==> src/icu_defines.vh <==
// Purpose: Shared offsets, field positions, reset values and mode codes of the input capture channel.
// Assumes: Included by its bare name from every design file of the channel.
// Notes: Definitions only.
`ifndef ICU_DEFINES_VH
`define ICU_DEFINES_VH

`define ICU_ADDR_W 8
`define ICU_OFF_CTRL 8'h00
`define ICU_OFF_CHRST 8'h04
`define ICU_OFF_SHADOW 8'h08
`define ICU_OFF_FLT_THR 8'h0c
`define ICU_OFF_CNT 8'h10
`define ICU_OFF_EDGE_COUNTER 8'h14
`define ICU_OFF_CAPA 8'h18
`define ICU_OFF_CAPB 8'h1c
`define ICU_OFF_IRQ_STAT 8'h20
`define ICU_OFF_IRQ_CLR 8'h24
`define ICU_OFF_IRQ_EN 8'h28

`define ICU_CTRL_EN 0
`define ICU_CTRL_MODE_LO 1
`define ICU_CTRL_MODE_HI 3
`define ICU_CTRL_OSM 4
`define ICU_CTRL_ROUTE 5
`define ICU_CTRL_ISL 6
`define ICU_CTRL_CSEL_LO 8
`define ICU_CTRL_CSEL_HI 10
`define ICU_CTRL_FILTER_ENABLE_BIT 12
`define ICU_CTRL_RISE_FM 13
`define ICU_CTRL_FALL_FM 14
`define ICU_CTRL_W 15
`define ICU_CTRL_RESET 15'h0000

`define ICU_MODE_PWM 3'h0
`define ICU_MODE_PIA 3'h1
`define ICU_MODE_IEM 3'h2
`define ICU_MODE_PIM 3'h3
`define ICU_MODE_BCM 3'h4
`define ICU_MODE_GPS 3'h5
`define ICU_MODE_SSM 3'h6

`define ICU_CNT_W 24
`define ICU_CNT_RESET 24'h000000
`define ICU_CNT_ONES 24'hffffff
`define ICU_SSM_INIT_ZERO 24'h000000
`define ICU_SSM_INIT_ONES 24'hffffff
`define ICU_SHADOW_SEL_BIT 22
`define ICU_EDGE_COUNTER_W 16
`define ICU_EDGE_COUNTER_RESET 15'h0000
`define ICU_THR_W 8

`define ICU_IRQ_W 3
`define ICU_IRQ_NEW_VALUE_NOTIFY 0
`define ICU_IRQ_GLITCH 1
`define ICU_IRQ_OVF 2
`define ICU_IRQ_RESET 3'h0

`define ICU_PSC_W 8
`endif

==> src/icu_prescaler.v <==
// Purpose: Prescaled clock enables for the capture channel, one pulse every 2 to the power of the selection.
// Assumes: Single system clock; selection comes from a register on the same clock.
// Notes: Selection 0 gives a pulse on every cycle.
`timescale 1ns/1ns
`include "icu_defines.vh"
module icu_prescaler
(
   input wire i_clk_sys,
   input wire i_reset_n,
   input wire [2:0] i_clk_sel,
   output reg o_tick
);
   reg [`ICU_PSC_W-1:0] div_cnt;
   reg [`ICU_PSC_W-1:0] sel_mask;

   always @*
   begin
      sel_mask = ~({`ICU_PSC_W{1'b1}} << i_clk_sel);
   end

   always @(posedge i_clk_sys or negedge i_reset_n)
   begin
      if (!i_reset_n)
      begin
         div_cnt <= 8'h00;
         o_tick <= 1'b0;
      end
      else
      begin
         div_cnt <= div_cnt + 8'h01;
         o_tick <= ((div_cnt & sel_mask) == sel_mask);
      end
   end
endmodule

==> src/icu_filter.v <==
// Purpose: Input edge filter with immediate or delayed propagation and a glitch event.
// Assumes: The input level is already synchronised to the system clock.
// Notes: Thresholds count system clock cycles.
`timescale 1ns/1ns
`include "icu_defines.vh"
module icu_filter
(
   input wire i_clk_sys,
   input wire i_reset_n,
   input wire i_level,
   input wire i_enable,
   input wire i_rise_mode,
   input wire i_fall_mode,
   input wire [`ICU_THR_W-1:0] i_rise_thr,
   input wire [`ICU_THR_W-1:0] i_fall_thr,
   output reg o_level,
   output reg o_glitch
);
   reg in_q;
   reg busy;
   reg pend;
   reg pmode;
   reg [`ICU_THR_W-1:0] fcnt;
   reg [`ICU_THR_W-1:0] pthr;
   wire new_mode = i_level ? i_rise_mode : i_fall_mode;
   wire [`ICU_THR_W-1:0] new_thr = i_level ? i_rise_thr : i_fall_thr;

   always @(posedge i_clk_sys or negedge i_reset_n)
   begin
      if (!i_reset_n)
      begin
         in_q <= 1'b0;
         busy <= 1'b0;
         pend <= 1'b0;
         pmode <= 1'b0;
         fcnt <= 8'h00;
         pthr <= 8'h00;
         o_level <= 1'b0;
         o_glitch <= 1'b0;
      end
      else
      begin
         in_q <= i_level;
         if (!i_enable)
         begin
            o_level <= i_level;
            busy <= 1'b0;
            fcnt <= 8'h00;
            o_glitch <= 1'b0;
         end
         else
         begin
            o_glitch <= busy & (i_level != in_q) & (pmode | (i_level != pend));
            if (!busy)
            begin
               if (i_level != o_level)
               begin
                  pend <= i_level;
                  pmode <= new_mode;
                  pthr <= new_thr;
                  fcnt <= 8'h00;
                  if (!new_mode)
                  begin
                     o_level <= i_level;
                     busy <= (new_thr != 8'h00);
                  end
                  else if (new_thr == 8'h00)
                  begin
                     o_level <= i_level;
                  end
                  else
                  begin
                     busy <= 1'b1;
                  end
               end
            end
            else if (!pmode)
            begin
               // Acceptance time: input changes are held off until it runs out.
               fcnt <= fcnt + 8'h01;
               if ((fcnt + 8'h01) >= pthr)
               begin
                  busy <= 1'b0;
               end
            end
            else if (i_level == pend)
            begin
               fcnt <= fcnt + 8'h01;
               if ((fcnt + 8'h01) >= pthr)
               begin
                  o_level <= pend;
                  busy <= 1'b0;
               end
            end
            else
            begin
               busy <= 1'b0;
               fcnt <= 8'h00;
            end
         end
      end
   end
endmodule

==> src/icu_channel.v <==
// Purpose: One input capture channel with counter, edge counter, two capture registers and an APB slave.
// Assumes: APB master on i_clk_sys; the capture input is asynchronous to it.
// Notes: Every APB transfer takes one wait state.
// Function
// - Modes 010, 011, 101 and 110 are edge count, pulse integration, gated sampling and serial shift, cleared or, for serial shift, loaded on re-enable.
// - Re-enabling in edge count, pulse integration or gated sampling resets counter, edge counter bits 15:1 and both captures.
// - An event in the enable cycle is counted, starting from the counter's reset value.
// - In gated sampling an active prescaled clock in the enable cycle counts as an event.
// - A capture in the enable cycle is judged on the values derived from reset.
// - Serial shift re-enable loads the counter from the initial level and shadow bit 22, zero when both are zero.
// - Serial shift ignores an input event in the enable cycle.
// - PWM measurement, alternate pulse integration and bit compression keep normal enable behaviour.
// - Writing 1 to the channel reset bit clears the channel's counter and capture state.
// - In that cycle a prescaled clock edge is not counted and no new value notification is raised.
// - Immediate edge propagation applies for filter mode 0, and filtering only when the filter is enabled.
// - A glitch while the filter threshold is pending gives a one-cycle glitch event.
//
// Register access over APB and the placing of the registers were chosen for this implementation.
`timescale 1ns/1ns
`include "icu_defines.vh"
module icu_channel
(
   input wire i_clk_sys,
   input wire i_reset_n,
   input wire i_psel,
   input wire i_penable,
   input wire i_pwrite,
   input wire [`ICU_ADDR_W-1:0] i_paddr,
   input wire [31:0] i_pwdata,
   output reg [31:0] o_prdata,
   output reg o_pready,
   output reg o_pslverr,
   input wire i_capture_in,
   output reg o_glitch_event,
   output reg o_irq
);
   reg sync_a;
   reg sync_b;
   reg [`ICU_CTRL_W-1:0] ctrl;
   reg [`ICU_CNT_W-1:0] shadow;
   reg [2*`ICU_THR_W-1:0] flt_thr;
   reg [`ICU_CNT_W-1:0] main_counter;
   reg [`ICU_EDGE_COUNTER_W-1:1] edge_counter;
   reg [`ICU_CNT_W-1:0] capture_reg_a;
   reg [`ICU_CNT_W-1:0] capture_reg_b;
   reg [`ICU_IRQ_W-1:0] irq_stat;
   reg [`ICU_IRQ_W-1:0] irq_en;
   reg en_q;
   reg lvl_q;
   reg [`ICU_CNT_W-1:0] next_cnt;
   reg [`ICU_EDGE_COUNTER_W-1:1] next_edge_counter;
   reg [`ICU_CNT_W-1:0] next_capa;
   reg [`ICU_CNT_W-1:0] next_capb;
   reg [`ICU_IRQ_W-1:0] next_stat;
   reg set_new_value_notify;
   reg set_ovf;
   reg hw_disable;
   reg [31:0] rdata;
   reg rd_err;
   wire flt_level;
   wire flt_glitch;
   wire tick;
   wire channel_enable_bit = ctrl[`ICU_CTRL_EN];
   wire [2:0] channel_mode_field = ctrl[`ICU_CTRL_MODE_HI:`ICU_CTRL_MODE_LO];
   wire one_shot_select = ctrl[`ICU_CTRL_OSM];
   wire initial_signal_level = ctrl[`ICU_CTRL_ISL];
   wire [2:0] prescaled_clock_source = ctrl[`ICU_CTRL_CSEL_HI:`ICU_CTRL_CSEL_LO];
   wire filter_enable_bit = ctrl[`ICU_CTRL_FILTER_ENABLE_BIT];
   wire rise_filter_mode = ctrl[`ICU_CTRL_RISE_FM];
   wire fall_filter_mode = ctrl[`ICU_CTRL_FALL_FM];
   wire en_rise = channel_enable_bit & ~en_q;
   wire edge_rise = flt_level & ~lvl_q;
   wire edge_fall = ~flt_level & lvl_q;
   wire edge_any = edge_rise | edge_fall;
   wire apb_done = i_psel & i_penable & o_pready;
   wire apb_wr = apb_done & i_pwrite;
   wire channel_reset_bit = apb_wr & (i_paddr == `ICU_OFF_CHRST) & i_pwdata[0];
   wire [`ICU_IRQ_W-1:0] irq_clr = (apb_wr & (i_paddr == `ICU_OFF_IRQ_CLR)) ? i_pwdata[`ICU_IRQ_W-1:0] : 3'h0;

   // Modes whose counter and captures restart from reset values on enable.
   function is_clear_mode;
      input [2:0] mode;
      begin
         is_clear_mode = (mode == `ICU_MODE_IEM) | (mode == `ICU_MODE_PIM) | (mode == `ICU_MODE_GPS);
      end
   endfunction

   function [`ICU_CNT_W-1:0] inc24;
      input [`ICU_CNT_W-1:0] value;
      begin
         inc24 = value + 24'h000001;
      end
   endfunction

   icu_prescaler u_prescaler
   (
      .i_clk_sys(i_clk_sys),
      .i_reset_n(i_reset_n),
      .i_clk_sel(prescaled_clock_source),
      .o_tick(tick)
   );

   icu_filter u_filter
   (
      .i_clk_sys(i_clk_sys),
      .i_reset_n(i_reset_n),
      .i_level(sync_b),
      .i_enable(filter_enable_bit),
      .i_rise_mode(rise_filter_mode),
      .i_fall_mode(fall_filter_mode),
      .i_rise_thr(flt_thr[`ICU_THR_W-1:0]),
      .i_fall_thr(flt_thr[2*`ICU_THR_W-1:`ICU_THR_W]),
      .o_level(flt_level),
      .o_glitch(flt_glitch)
   );

   always @*
   begin
      next_cnt = main_counter;
      next_edge_counter = edge_counter;
      next_capa = capture_reg_a;
      next_capb = capture_reg_b;
      set_new_value_notify = 1'b0;
      set_ovf = 1'b0;
      hw_disable = 1'b0;
      if (channel_reset_bit)
      begin
         next_cnt = `ICU_CNT_RESET;
         next_edge_counter = `ICU_EDGE_COUNTER_RESET;
         next_capa = `ICU_CNT_RESET;
         next_capb = `ICU_CNT_RESET;
      end
      else if (channel_enable_bit)
      begin
         // Clear on re-enable.
         // Modes outside the set fall through; serial shift is loaded below, the others keep normal enable.
         if (en_rise & is_clear_mode(channel_mode_field))
         begin
            next_cnt = `ICU_CNT_RESET;
            next_edge_counter = `ICU_EDGE_COUNTER_RESET;
            next_capa = `ICU_CNT_RESET;
            next_capb = `ICU_CNT_RESET;
         end
         if (en_rise & (channel_mode_field == `ICU_MODE_SSM))
         begin
            next_edge_counter = `ICU_EDGE_COUNTER_RESET;
            if (initial_signal_level | shadow[`ICU_SHADOW_SEL_BIT])
            begin
               next_cnt = `ICU_SSM_INIT_ONES;
            end
            else
            begin
               next_cnt = `ICU_SSM_INIT_ZERO;
            end
         end
         // Serial shift drops the enable-cycle event.
         if (edge_any & ~(en_rise & (channel_mode_field == `ICU_MODE_SSM)))
         begin
            next_edge_counter = next_edge_counter + 15'h0001;
         end
         // Events act on the values derived above.
         case (channel_mode_field)
            `ICU_MODE_PWM:
            begin
               if (tick)
               begin
                  set_ovf = (next_cnt == `ICU_CNT_ONES);
                  next_cnt = inc24(next_cnt);
               end
               if (edge_rise)
               begin
                  next_capb = next_capa;
                  next_capa = next_cnt;
                  next_cnt = `ICU_CNT_RESET;
                  set_new_value_notify = 1'b1;
               end
            end
            `ICU_MODE_PIA, `ICU_MODE_PIM:
            begin
               if (tick & flt_level)
               begin
                  set_ovf = (next_cnt == `ICU_CNT_ONES);
                  next_cnt = inc24(next_cnt);
               end
               if (edge_fall)
               begin
                  next_capb = next_capa;
                  next_capa = next_cnt;
                  set_new_value_notify = 1'b1;
               end
            end
            `ICU_MODE_IEM:
            begin
               if (edge_any)
               begin
                  set_ovf = (next_cnt == `ICU_CNT_ONES);
                  next_cnt = inc24(next_cnt);
                  next_capb = next_capa;
                  next_capa = next_cnt;
                  set_new_value_notify = 1'b1;
               end
            end
            `ICU_MODE_GPS:
            begin
               // Prescaled clock counts as the event.
               if (tick)
               begin
                  next_cnt = inc24(next_cnt);
                  if (next_cnt >= shadow)
                  begin
                     next_capa = {8'h00, next_edge_counter, flt_level};
                     next_capb = next_cnt;
                     next_cnt = `ICU_CNT_RESET;
                     set_new_value_notify = 1'b1;
                     hw_disable = one_shot_select;
                  end
               end
            end
            `ICU_MODE_SSM:
            begin
               if (edge_any & ~en_rise)
               begin
                  next_cnt = {next_cnt[`ICU_CNT_W-2:0], flt_level};
                  set_new_value_notify = 1'b1;
               end
            end
            default:
            begin
               next_cnt = next_cnt;
            end
         endcase
      end
   end

   always @*
   begin
      rdata = 32'h00000000;
      rd_err = 1'b0;
      case (i_paddr)
         `ICU_OFF_CTRL: rdata = {17'h00000, ctrl};
         `ICU_OFF_CHRST: rdata = 32'h00000000;
         `ICU_OFF_SHADOW: rdata = {8'h00, shadow};
         `ICU_OFF_FLT_THR: rdata = {16'h0000, flt_thr};
         `ICU_OFF_CNT: rdata = {8'h00, main_counter};
         `ICU_OFF_EDGE_COUNTER: rdata = {16'h0000, edge_counter, flt_level};
         `ICU_OFF_CAPA: rdata = {8'h00, capture_reg_a};
         `ICU_OFF_CAPB: rdata = {8'h00, capture_reg_b};
         `ICU_OFF_IRQ_STAT: rdata = {29'h00000000, irq_stat};
         `ICU_OFF_IRQ_CLR: rdata = 32'h00000000;
         `ICU_OFF_IRQ_EN: rdata = {29'h00000000, irq_en};
         default: rd_err = 1'b1;
      endcase
   end

   always @*
   begin
      // Set wins over clear so an event in the clearing cycle is kept.
      next_stat = (irq_stat & ~irq_clr) | {set_ovf, flt_glitch, set_new_value_notify};
   end

   // The first stage is read only by the second; nothing else looks at it.
   always @(posedge i_clk_sys or negedge i_reset_n)
   begin
      if (!i_reset_n)
      begin
         sync_a <= 1'b0;
         sync_b <= 1'b0;
      end
      else
      begin
         sync_a <= i_capture_in;
         sync_b <= sync_a;
      end
   end

   always @(posedge i_clk_sys or negedge i_reset_n)
   begin
      if (!i_reset_n)
      begin
         o_pready <= 1'b0;
         o_pslverr <= 1'b0;
         o_prdata <= 32'h00000000;
      end
      else
      begin
         o_pready <= i_psel & i_penable & ~o_pready;
         o_pslverr <= i_psel & i_penable & ~o_pready & rd_err;
         if (i_psel & i_penable & ~o_pready & ~i_pwrite)
         begin
            o_prdata <= rdata;
         end
      end
   end

   always @(posedge i_clk_sys or negedge i_reset_n)
   begin
      if (!i_reset_n)
      begin
         ctrl <= `ICU_CTRL_RESET;
         shadow <= `ICU_CNT_RESET;
         flt_thr <= 16'h0000;
         irq_en <= `ICU_IRQ_RESET;
      end
      else
      begin
         if (apb_wr & (i_paddr == `ICU_OFF_CTRL))
         begin
            ctrl <= i_pwdata[`ICU_CTRL_W-1:0];
         end
         else if (hw_disable)
         begin
            ctrl[`ICU_CTRL_EN] <= 1'b0;
         end
         if (apb_wr & (i_paddr == `ICU_OFF_SHADOW))
         begin
            shadow <= i_pwdata[`ICU_CNT_W-1:0];
         end
         if (apb_wr & (i_paddr == `ICU_OFF_FLT_THR))
         begin
            flt_thr <= i_pwdata[2*`ICU_THR_W-1:0];
         end
         if (apb_wr & (i_paddr == `ICU_OFF_IRQ_EN))
         begin
            irq_en <= i_pwdata[`ICU_IRQ_W-1:0];
         end
      end
   end

   always @(posedge i_clk_sys or negedge i_reset_n)
   begin
      if (!i_reset_n)
      begin
         main_counter <= `ICU_CNT_RESET;
         edge_counter <= `ICU_EDGE_COUNTER_RESET;
         capture_reg_a <= `ICU_CNT_RESET;
         capture_reg_b <= `ICU_CNT_RESET;
         irq_stat <= `ICU_IRQ_RESET;
         en_q <= 1'b0;
         lvl_q <= 1'b0;
         o_glitch_event <= 1'b0;
         o_irq <= 1'b0;
      end
      else
      begin
         main_counter <= next_cnt;
         edge_counter <= next_edge_counter;
         capture_reg_a <= next_capa;
         capture_reg_b <= next_capb;
         irq_stat <= next_stat;
         en_q <= channel_enable_bit;
         lvl_q <= flt_level;
         o_glitch_event <= flt_glitch;
         o_irq <= |(next_stat & irq_en);
      end
   end
endmodule

==> config.mk <==
export PLATFORM = sky130hd
export DESIGN_NAME = icu_channel
export DESIGN_NICKNAME = d
export VERILOG_FILES = /design/src/icu_prescaler.v /design/src/icu_filter.v /design/src/icu_channel.v
export VERILOG_INCLUDE_DIRS = /design/src
export SDC_FILE = /design/constraint.sdc
export NUM_CORES = 1
export LEC_CHECK = 0
export BUFFER_PORTS_ARGS = -buffer_cell sky130_fd_sc_hd__buf_2
export CAP_MARGIN = 20
export CORE_ASPECT_RATIO = 0.6
export CORE_MARGIN = 5
export CORE_UTILIZATION = 45
export DETAILED_ROUTE_END_ITERATION = 10
export HOLD_SLACK_MARGIN = 0.08
export PLACE_DENSITY_LB_ADDON = 0.08
export SYNTH_ARGS = -nofsm -noshare
export SYNTH_HDL_FRONTEND = slang
export SYNTH_SLANG_ARGS = --single-unit
export TNS_END_PERCENT = 10
==> constraint.sdc <==
create_clock -name i_clk_sys -period 7.8 [get_ports i_clk_sys]
set_input_delay 1.56 -clock i_clk_sys [delete_from_list [all_inputs] [get_ports i_clk_sys]]
set_output_delay 1.56 -clock i_clk_sys [all_outputs]
set_load 0.05 [all_outputs]
# After elaboration in Yosys (flattened, before gate mapping)
# Index checks and enable logic that the tools add are counted.
[word_totals] input_bits=46 register_bits=219 output_inout_bits=36 elab_cells=204
[op_classes] reduce_logical=11 bitwise_logic=42 n_addsub=4 magnitude_cmp=2 eq_ne=26 n_mux=89 shifts=1
[ops] cell="2-to-1 mux 24 bit" count=30
[ops] cell="case mux 24 bit (9 select lines)" count=1
[ops] cell="case mux 24 bit (4 select lines)" count=2
[ops] cell="case mux 24 bit (5 select lines)" count=1
[ops] cell="2-to-1 mux 15 bit" count=7
[ops] cell="2-to-1 mux 8 bit" count=6
[ops] cell="2-to-1 mux 1 bit" count=39
[ops] cell="equality test 8 x 5 -> 1 bit, second input constant" count=4
[ops] cell="adder 24 x 1 -> 24 bit, second input constant" count=1
[ops] cell="equality test 24 bit, second input constant" count=1
[ops] cell="equality test 8 x 6 -> 1 bit, second input constant" count=3
[ops] cell="greater-or-equal comparator 24 bit" count=1
[ops] cell="AND 1 bit" count=23
[ops] cell="adder 8 x 1 -> 8 bit, second input constant" count=2
[ops] cell="equality test 8 x 4 -> 1 bit, second input constant" count=2
[ops] cell="logical NOT 8 bit" count=2
[ops] cell="adder 15 x 1 -> 15 bit, second input constant" count=1
[ops] cell="OR reduction 11 bit" count=1
[ops] cell="inequality test 3 bit, second input constant" count=3
[ops] cell="AND 8 bit" count=1
[ops] cell="equality test 8 x 3 -> 1 bit, second input constant" count=1
[ops] cell="equality test 8 bit" count=1
[ops] cell="greater-or-equal comparator 8 bit" count=1
[ops] cell="NOT 1 bit" count=8
[ops] cell="other kinds (23)" count=33

# Logic depth before layout (Yosys ltp)
# Gate-level depths: netlist of the first run.
[logic_depth] ltp_word=18 depth_mapped=28 mapped_depth_nobuf=21

# Modules after synthesis
# From an unflattened synthesis of the first run, not the netlist that was laid out.
[hier_totals] cells_unflattened=1679 area_unflattened_um2=14549.0
[modules_own_cells] mod="icu_channel" cells_per_inst=1507 area_per_inst_um2=12858.6 seq_area_each_um2=4504.3 n_inst=1
[modules_own_cells] mod="icu_filter" cells_per_inst=140 area_per_inst_um2=1348.8 seq_area_each_um2=550.5 n_inst=1
[modules_own_cells] mod="icu_prescaler" cells_per_inst=32 area_per_inst_um2=341.6 seq_area_each_um2=200.2 n_inst=1

# Least setup slack after synthesis of the first run
# No wires, ideal clock.
[synth_path] path_type="flip-flop to flip-flop" start="register ctrl[1]" end="register capture_reg_b[6]" arrival_ns=5.161 t_required_ns=7.663 path_stages_with_launch=28 n_path_buf=7 path_slack_ns=2.502 synth_period_minus_slack_ns=5.298 setup_time_ns=0.137 path_cell_list="dfrtp_1 -> buf_4 -> and3b_1 -> buf_6 -> o21a_1 -> buf_4 -> nor2_1 -> o21ai_1 -> inv_1 -> ha_1 -> clkbuf_1 -> o2111ai_2 -> nor2_1 -> and3_1 -> nand2_1 -> xnor2_1 -> ha_1 -> a41o_1 -> a21oi_1 -> nand2_1 -> a2111o_1 -> buf_2 -> and3b_1 -> clkbuf_1 -> clkbuf_1 -> a221o_1 -> o21ai_0 -> a21oi_1"
[synth_via] elab_chain_cells=15 word_cells_on_any_way=27 classes_between="add/sub (1); order compare (1); eq/ne (5); mux (14); bitwise (4); reduce/logical (2)"
[synth_lines] element="start, declared" line="icu_channel.v:39" source="reg [`ICU_CTRL_W-1:0] ctrl;"
[synth_lines] element="start signal, assigned" line="icu_channel.v:299" source="ctrl <= `ICU_CTRL_RESET;"
[synth_lines] element="start signal, assigned" line="icu_channel.v:308" source="ctrl <= i_pwdata[`ICU_CTRL_W-1:0];"
[synth_lines] element="equality test 3 x 2 -> 1 bit"
[synth_lines] element="OR 1 bit (2 in series)" line="icu_channel.v:84" source="is_clear_mode = (mode == `ICU_MODE_IEM) | (mode == `ICU_MODE_PIM) | (mode == `ICU_MODE_GPS);"
[synth_lines] element="AND 1 bit" line="icu_channel.v:137" source="if (en_rise & is_clear_mode(channel_mode_field))"
[synth_lines] element="2-to-1 mux 24 bit" line="icu_channel.v:137"
[synth_lines] element="2-to-1 mux 24 bit" line="icu_channel.v:144" source="if (en_rise & (channel_mode_field == `ICU_MODE_SSM))"
[synth_lines] element="2-to-1 mux 24 bit" line="icu_channel.v:133" source="else if (channel_enable_bit)"
[synth_lines] element="2-to-1 mux 24 bit" line="icu_channel.v:126" source="if (channel_reset_bit)"
[synth_lines] element="adder 24 x 1 -> 24 bit" line="icu_channel.v:91" source="inc24 = value + 24'h000001;"
[synth_lines] element="greater-or-equal comparator 24 bit" line="icu_channel.v:209" source="if (next_cnt >= shadow)"
[synth_lines] element="2-to-1 mux 24 bit" line="icu_channel.v:209"
[synth_lines] element="2-to-1 mux 24 bit" line="icu_channel.v:206" source="if (tick)"
[synth_lines] element="case mux 24 bit (4 select lines) (*)" line="icu_channel.v:162" source="case (channel_mode_field)"
[synth_lines] element="2-to-1 mux 24 bit (*)" line="icu_channel.v:133"
[synth_lines] element="2-to-1 mux 24 bit (*)" line="icu_channel.v:126"
[synth_lines] element="end signal, assigned" line="icu_channel.v:336" source="capture_reg_b <= `ICU_CNT_RESET;"
[synth_lines] element="end signal, assigned" line="icu_channel.v:348" source="capture_reg_b <= next_capb;"
[synth_lines] element="end, declared" line="icu_channel.v:45" source="reg [`ICU_CNT_W-1:0] capture_reg_b;"
# Mark *: on every way between the ends. The rest lies on a longest branch, timed or not. The select of a mux whose other input is x is not followed.
# A chain may end at the register's enable or synchronous reset.

# Worst setup path after layout of the first run
[layout_path] start="register ctrl[3]" end="register capture_reg_a[6]"
[layout_via] elab_chain_cells=15 word_cells_on_any_way=36 classes_between="add/sub (2); order compare (1); eq/ne (5); mux (20); bitwise (6); reduce/logical (2)"
[layout_lines] element="equality test 3 x 2 -> 1 bit"
[layout_lines] element="OR 1 bit (2 in series)" line="icu_channel.v:84"
[layout_lines] element="AND 1 bit" line="icu_channel.v:137"
[layout_lines] element="2-to-1 mux 24 bit or 2-to-1 mux 15 bit (tied branches)" line="icu_channel.v:137"
[layout_lines] element="2-to-1 mux 24 bit or 2-to-1 mux 15 bit (tied branches)" line="icu_channel.v:144"
[layout_lines] element="2-to-1 mux 24 bit or 2-to-1 mux 15 bit (tied branches)" line="icu_channel.v:133"
[layout_lines] element="2-to-1 mux 24 bit or 2-to-1 mux 15 bit (tied branches)" line="icu_channel.v:126"
[layout_lines] element="adder 24 x 1 -> 24 bit or adder 15 x 1 -> 15 bit (tied branches)" line="icu_channel.v:91, icu_channel.v:159"
[layout_lines] element="greater-or-equal comparator 24 bit or 2-to-1 mux 15 bit (tied branches)" line="icu_channel.v:209, icu_channel.v:157"
[layout_lines] element="2-to-1 mux 24 bit" line="icu_channel.v:209"
[layout_lines] element="2-to-1 mux 24 bit" line="icu_channel.v:206"
[layout_lines] element="case mux 24 bit (4 select lines) (*)" line="icu_channel.v:162"
[layout_lines] element="2-to-1 mux 24 bit (*)" line="icu_channel.v:133"
[layout_lines] element="2-to-1 mux 24 bit (*)" line="icu_channel.v:126"
[layout_lines] element="end signal, assigned" line="icu_channel.v:335" source="capture_reg_a <= `ICU_CNT_RESET;"
[layout_lines] element="end signal, assigned" line="icu_channel.v:347" source="capture_reg_a <= next_capa;"
[layout_lines] element="end, declared" line="icu_channel.v:44" source="reg [`ICU_CNT_W-1:0] capture_reg_a;"
# Marks and branches as above.

==> flow_summary.json, run 1 <==
{
  "detail_route.iter0.violations": 2788,
  "dr_total_vias": 15300,
  "postRouteAntennaNets": 0,
  "routedWlPerCell_um": 31.9,
  "drive_gt1_share_pct": 15.9,
  "grt_pass1_wl_um": 98400,
  "crit_fanout": 16,
  "fillers": 2965,
  "synth_flop_cell": "dfrtp_1",
  "postCtsHoldBufs": 0,
  "timing.fmax_mhz": 137,
  "synth_area_leaders": "dfrtp_1 (37%), a21oi_1 (5.0%), o21ai_0 (4.7%)",
  "yosysUniqueCellTypes": 94,
  "cts.sinks": 210,
  "slew_headroom_pct": 28.2,
  "coreArea_sq_mm": 0.0313,
  "viasPerCell": 7.11,
  "slew_violations": 0,
  "grt.total_usage_pct": 37.2,
  "status": "finished clean",
  "rsz0062_at_grt": "no",
  "fin_util_pct": 51.4,
  "layout_min_cycle_time_ps": 7290,
  "clockBufferDepth": 3,
  "setup_viol": 0,
  "synthSimpleGateAreaFrac_pct": 17.4,
  "arrival_ps": 7730,
  "ir_worst_vdd_uv": 172,
  "hold_viol": 0,
  "cts_buffers": 23,
  "antenna_found_initial": 1,
  "synth_adder_area_share_pct": 3.31,
  "met3_length_um": 12400,
  "cts-root-buf": "clkbuf_16",
  "worstPathRequired_ps": 8240,
  "syn_inst": 1682,
  "synth_enable_flop_cells": 0,
  "nets": 1803,
  "synthMuxAreaShare_pct": 5.37,
  "cts_tree": "done",
  "portBuffers": 65,
  "grt_remaining_overflow": 0,
  "row_count": 50,
  "synth.yosys.seq_area_share_pct": 36.5,
  "synth_common_cells": "dfrtp_1 (210), nand2_1 (154), nor2_1 (148)",
  "power.density_mw_per_mm2": 180,
  "crit_type": "reg2reg",
  "gp_congestion": 1.10,
  "setup.worst_path.end_class": "register",
  "clock_skew_ps": 17.2,
  "syn2layout_area_growth_pct": 12.0,
  "wl_met2_um": 24400,
  "synth.top_cell.area_share_pct": 36.5,
  "hold_class": "reg2reg",
  "wl_met1_um": 30500,
  "synth_top_area_cell": "dfrtp_1",
  "die_area_sq_mm": 0.0358,
  "grt_pass1_vias": 13600,
  "start_util_pct": 45.9,
  "grt_start_max_net_pins": 79,
  "diodes": 0,
  "synth_seq_cells": 210,
  "hpwl_um": 50200,
  "cts_resized": 0,
  "htree_levels": 1,
  "cts.clk_slew.worst_paths_ps": 80,
  "top_layer": "met5",
  "synth_xor_area_share_pct": 3.17,
  "die_w_um": 241,
  "drc": 0,
  "ios": 82,
  "post-synth-top-count-cell": "dfrtp_1",
  "p_leak_nw": 6.84,
  "syn_avg_cell_area_sq_um": 8.55,
  "synth_compound_area_share_pct": 29.0,
  "cap_violations": 0,
  "drt_wl_total_um": 68700,
  "synth_top_family_by_area": "compound AO/OA/AOI/OAI gates",
  "whs_ps": 354,
  "finalCritPeriodShare_pct": 93.5,
  "yosysWarnings": 0,
  "syn_area_sq_mm": 0.0144,
  "post_cts_buffers": 0,
  "die_h_um": 148,
  "firstDrtPassIters": 10,
  "tightestPinTransition_ps": 1070,
  "start_kind": "register",
  "insertion_delay_ps": 560,
  "fin_tns_setup_ps": 0,
  "async_reset_ff_share_pct": 100
}
logic make-up after synthesis:
kind of cell / Yosys count
DFF: 210
muxes: 70
adders and majority gates: 38
and+or+nand+nor: 511
other: 1
buffers and inverters: 178
xor gates and xnor gates: 52
AOI/OAI and AO/OA: 622
cells in the final DEF (no fill, tap or decap), types with 7 or more instances in the layout:
cell	count
a211oi_1	30
a21o_1	7
a21oi_1	144
a221o_1	8
a221oi_1	21
a222oi_1	19
a22o_1	22
a22oi_1	43
a31oi_1	46
a32o_1	9
and2_1	14
and3_1	27
buf_2	64
buf_4	63
clkbuf_16	23
conb_1	8
dfrtp_1	209
ha_1	38
inv_1	52
mux2_2	57
mux2i_1	13
nand2_1	154
nand2b_1	13
nand3_1	52
nand4_1	13
nor2_1	143
nor2b_1	8
nor3_1	25
nor4_1	8
o211ai_1	12
o21a_1	9
o21ai_0	135
o21ai_1	10
o221ai_1	13
o22ai_1	14
o31ai_1	11
xnor2_1	38
xor2_1	14
worst paths after layout:
| path | start | slack (ps) | depth (start not counted) | endpoint |
|---|---|---|---|---|
| worst max-delay path | ctrl[3] | 510 | 22 | capture_reg_a[6] |
| worst min-delay path | sync_a | 350 | 0 | sync_b |
| worst max register to register | ctrl[3] | 510 | 22 | capture_reg_a[6] |
| worst min register to register | sync_a | 350 | 0 | sync_b |
| max in group asynchronous | i_reset_n | 5600 | 2 | capture_reg_a[20] |
| min in group asynchronous | i_reset_n | 1000 | 1 | ctrl[9] |
power breakdown:
part           switching (mW)  internal [mW]
Combinational           0.321          0.126
Sequential             0.0607           1.14
Clock                   0.521          0.733
cell type report:
type	instances	area, sq um	area share [%]
multi-input cells	1301	8450	52.5
repair buffers	129	836	5.19
inverters	54	203	1.26
clock buffers	30	662	4.11
flip-flops and latches	210	5260	32.6
clock inverters	12	174	1.08
well taps	416	520	3.23
worst max-delay path, cell delays in order, from the launching register on:
cell and delay, ps:
dfrtp_1 700, nor2b_1 210, o21a_1 240, nor2_1 370, o21ai_1 300, inv_1 240
ha_1 370, o2111ai_2 350, nor2_1 260, and3_1 260, nand2_1 130, xnor2_1 560
ha_1 390, a21o_1 190, a21oi_1 360, nand2_1 130, a2111o_1 610, and3b_1 370
buf_4 250, nand2_1 270, o22ai_1 260, a211oi_1 260, nor2_1 80
sequential cells by signal, summed over array words and instances, names as in the netlist, 3 cells and up:
signal and count:
capture_reg_a 24, capture_reg_b 24, ctrl 15, edge_counter 15, flt_thr 16, irq_en 3, irq_stat 3, main_counter 24
o_prdata 24, shadow 24, u_filter.fcnt 8, u_filter.pthr 8, u_prescaler.div_cnt 7
per-layer routing:
metal,track usage (%),vias up
met4,6.17,2
li1,-,6406
met2,44.5,1189
met5,0,-
met3,19.9,127
met1,58.2,7570
metrics by stage:
step / cells / area, sq um / power [mW] / setup slack, ps
2_1_floorplan: 1689 / 14400 / 1.48 / 2500
3_3_place_gp: 2109 / 15200 / 1.64 / 1070
3_5_place_dp: 2109 / 15200 / 1.64 / 941
4_1_cts: 2151 / 16100 / 2.89 / 924
5_1_grt: 2152 / 16100 / 2.98 / 355
6_report: 2152 / 16100 / 2.90 / 510
Power figures use the tool's default switching activity.
==> run 2, diff against run 1 <==
==> constraint.sdc (replaced) <==
create_clock -name i_clk_sys -period 6.22 [get_ports i_clk_sys]
set_input_delay 1.244 -clock i_clk_sys [delete_from_list [all_inputs] [get_ports i_clk_sys]]
set_output_delay 1.244 -clock i_clk_sys [all_outputs]
set_load 0.05 [all_outputs]
==> run 2 against run 1 <==
Effect of this change: clock power is 29% higher; non-clock buffer count is 31 higher; critical path depth stayed put; design area is 1.9% higher; clock-buffer cell count is 2 lower; largest cell class unchanged.
==> flow_summary.json, run 2 (synthesized netlist as in run 1, its figures left out) <==
{
  "drive_gt1_share_pct": 17.6,
  "pwr-share-clk_pct": 43.7,
  "die_w_um": 241,
  "crit_fanout": 12,
  "cts.sinks": 210,
  "start_kind": "register",
  "slew_violations": 0,
  "crit_family": "simple AND/OR/NAND/NOR gates",
  "start_util_pct": 45.9,
  "dr_total_vias": 15300,
  "setup.worst_path.end_class": "register",
  "hold_viol": 0,
  "layout_commonest_cell": "dfrtp_1",
  "slew_headroom_pct": 23.9,
  "whs_ps": 356,
  "fillers": 2987,
  "drc": 0,
  "path_cells": "and3b_1, o21a_1, nor2_1, o21ai_0, inv_1, ha_1, o2111ai_2, nor2_1, and3_1, nand2_1, xnor2_2, ha_1, a41o_1, a21oi_1, nand2_1, a2111o_1, nand3_1, nand3_1, buf_4, nand2_1, nand2_1, a21oi_1",
  "p_int_mw": 2.54,
  "cap_violations": 0,
  "routedWlPerCell_um": 31.6,
  "arrival_ps": 6640,
  "antenna_found_initial": 2,
  "finalCritPeriodShare_pct": 99.0,
  "final_area_sq_mm": 0.0164,
  "setup_viol": 0,
  "coreArea_sq_mm": 0.0313,
  "hpwl_um": 50300,
  "cpPeakStageDelay_ps": 560,
  "drt_wl_total_um": 69000,
  "crit_type": "reg2reg",
  "power.share.combinational_pct": 15.6,
  "layout_min_cycle_time_ps": 6160,
  "die_h_um": 148,
  "crit_top_cell": "nand2_1",
  "clock_skew_ps": 36.1,
  "power.density_mw_per_mm2": 225,
  "post_cts_buffers": 0,
  "cts_tree": "done",
  "slowest_stage": "dfrtp_1",
  "cts_resized": 0,
  "die_area_sq_mm": 0.0358,
  "fin_tns_setup_ps": 0,
  "detail_route.iter0.violations": 2354,
  "status": "finished clean",
  "pwr-share-seq_pct": 40.7,
  "grt_start_max_net_pins": 131,
  "hold_class": "reg2reg",
  "path_buf_inv": 2,
  "p_leak_nw": 7.00,
  "syn2layout_area_growth_pct": 14.0,
  "ios": 82,
  "grt_pass1_vias": 13900,
  "htree_levels": 1,
  "cts-root-buf": "clkbuf_16",
  "grt.total_usage_pct": 37.4,
  "timing.fmax_mhz": 162,
  "grt_pass1_wl_um": 99000,
  "cts.clk_slew.worst_paths_ps": 70,
  "gp_congestion": 1.08,
  "grt_remaining_overflow": 0,
  "portBuffers": 65,
  "tightestPinTransition_ps": 1140,
  "sw_frac_of_total_pct": 31.2,
  "firstDrtPassIters": 6,
  "viasPerCell": 7.02,
  "place_area_sq_mm": 0.0155,
  "cts_buffers": 23,
  "postCtsHoldBufs": 0,
  "insertion_delay_ps": 570,
  "most-common-layout-cells": "dfrtp_1 (209), nand2_1 (153), a21oi_1 (144), nor2_1 (142), o21ai_0 (135)",
  "switchingPower_mw": 1.15,
  "postRouteAntennaNets": 0,
  "clockBufferDepth": 3,
  "ir_worst_vdd_uv": 292,
  "nets": 1834,
  "worstPathRequired_ps": 6700,
  "row_count": 50
}
==> run 2: layout make-up <==
cell class | instances | area [sq um] | share of cell area, %
inverters | 54 | 203 | 1.24
multi-input cells | 1301 | 8480 | 51.7
clock inverters | 13 | 219 | 1.33
well taps | 416 | 520 | 3.17
flip-flops and latches | 210 | 5260 | 32.0
clock buffers | 28 | 644 | 3.93
repair buffers | 160 | 1080 | 6.57
diodes | 3 | 7.51 | 0.0458
==> run 2: power groups by stage <==
stage / Combinational [mW] / Clock [mW] / Sequential (mW)
2_1_floorplan: 0.260 / 0 / 1.60
3_3_place_gp: 0.552 / 0 / 1.52
3_5_place_dp: 0.556 / 0 / 1.52
4_1_cts: 0.559 / 1.62 / 1.50
5_1_grt: 0.609 / 1.68 / 1.51
6_report: 0.575 / 1.61 / 1.50
==> run 2: final timing paths <==
check,endpoint,cells past startpoint,slack [ps],startpoint
max,capture_reg_a[12],22,60,ctrl[3]
max in group asynchronous,ctrl[0],2,4280,i_reset_n
min reg2reg,sync_b,0,360,sync_a
min in group asynchronous,shadow[9],1,670,i_reset_n
min,sync_b,0,360,sync_a
max reg2reg,capture_reg_a[12],22,60,ctrl[3]
==> run 2: through the flow <==
step	power [mW]	setup slack, ps	instances	utilization (%)
after floorplan	1.85	922	1689	-
after global placement	2.07	200	2140	49.5
after detailed placement	2.08	32.8	2140	49.5
after CTS	3.67	10.6	2181	52.2
after global routing	3.79	-15.6	2182	52.3
final	3.69	59.5	2185	52.3
==> run 2: metal layers <==
layer / GRT usage [%] / part of all wire, %
met1: 56.5 / 44
met2: 45.0 / 36
met3: 22.0 / 18
met4: 7.22 / 2.4
met5: 0 / 0.19
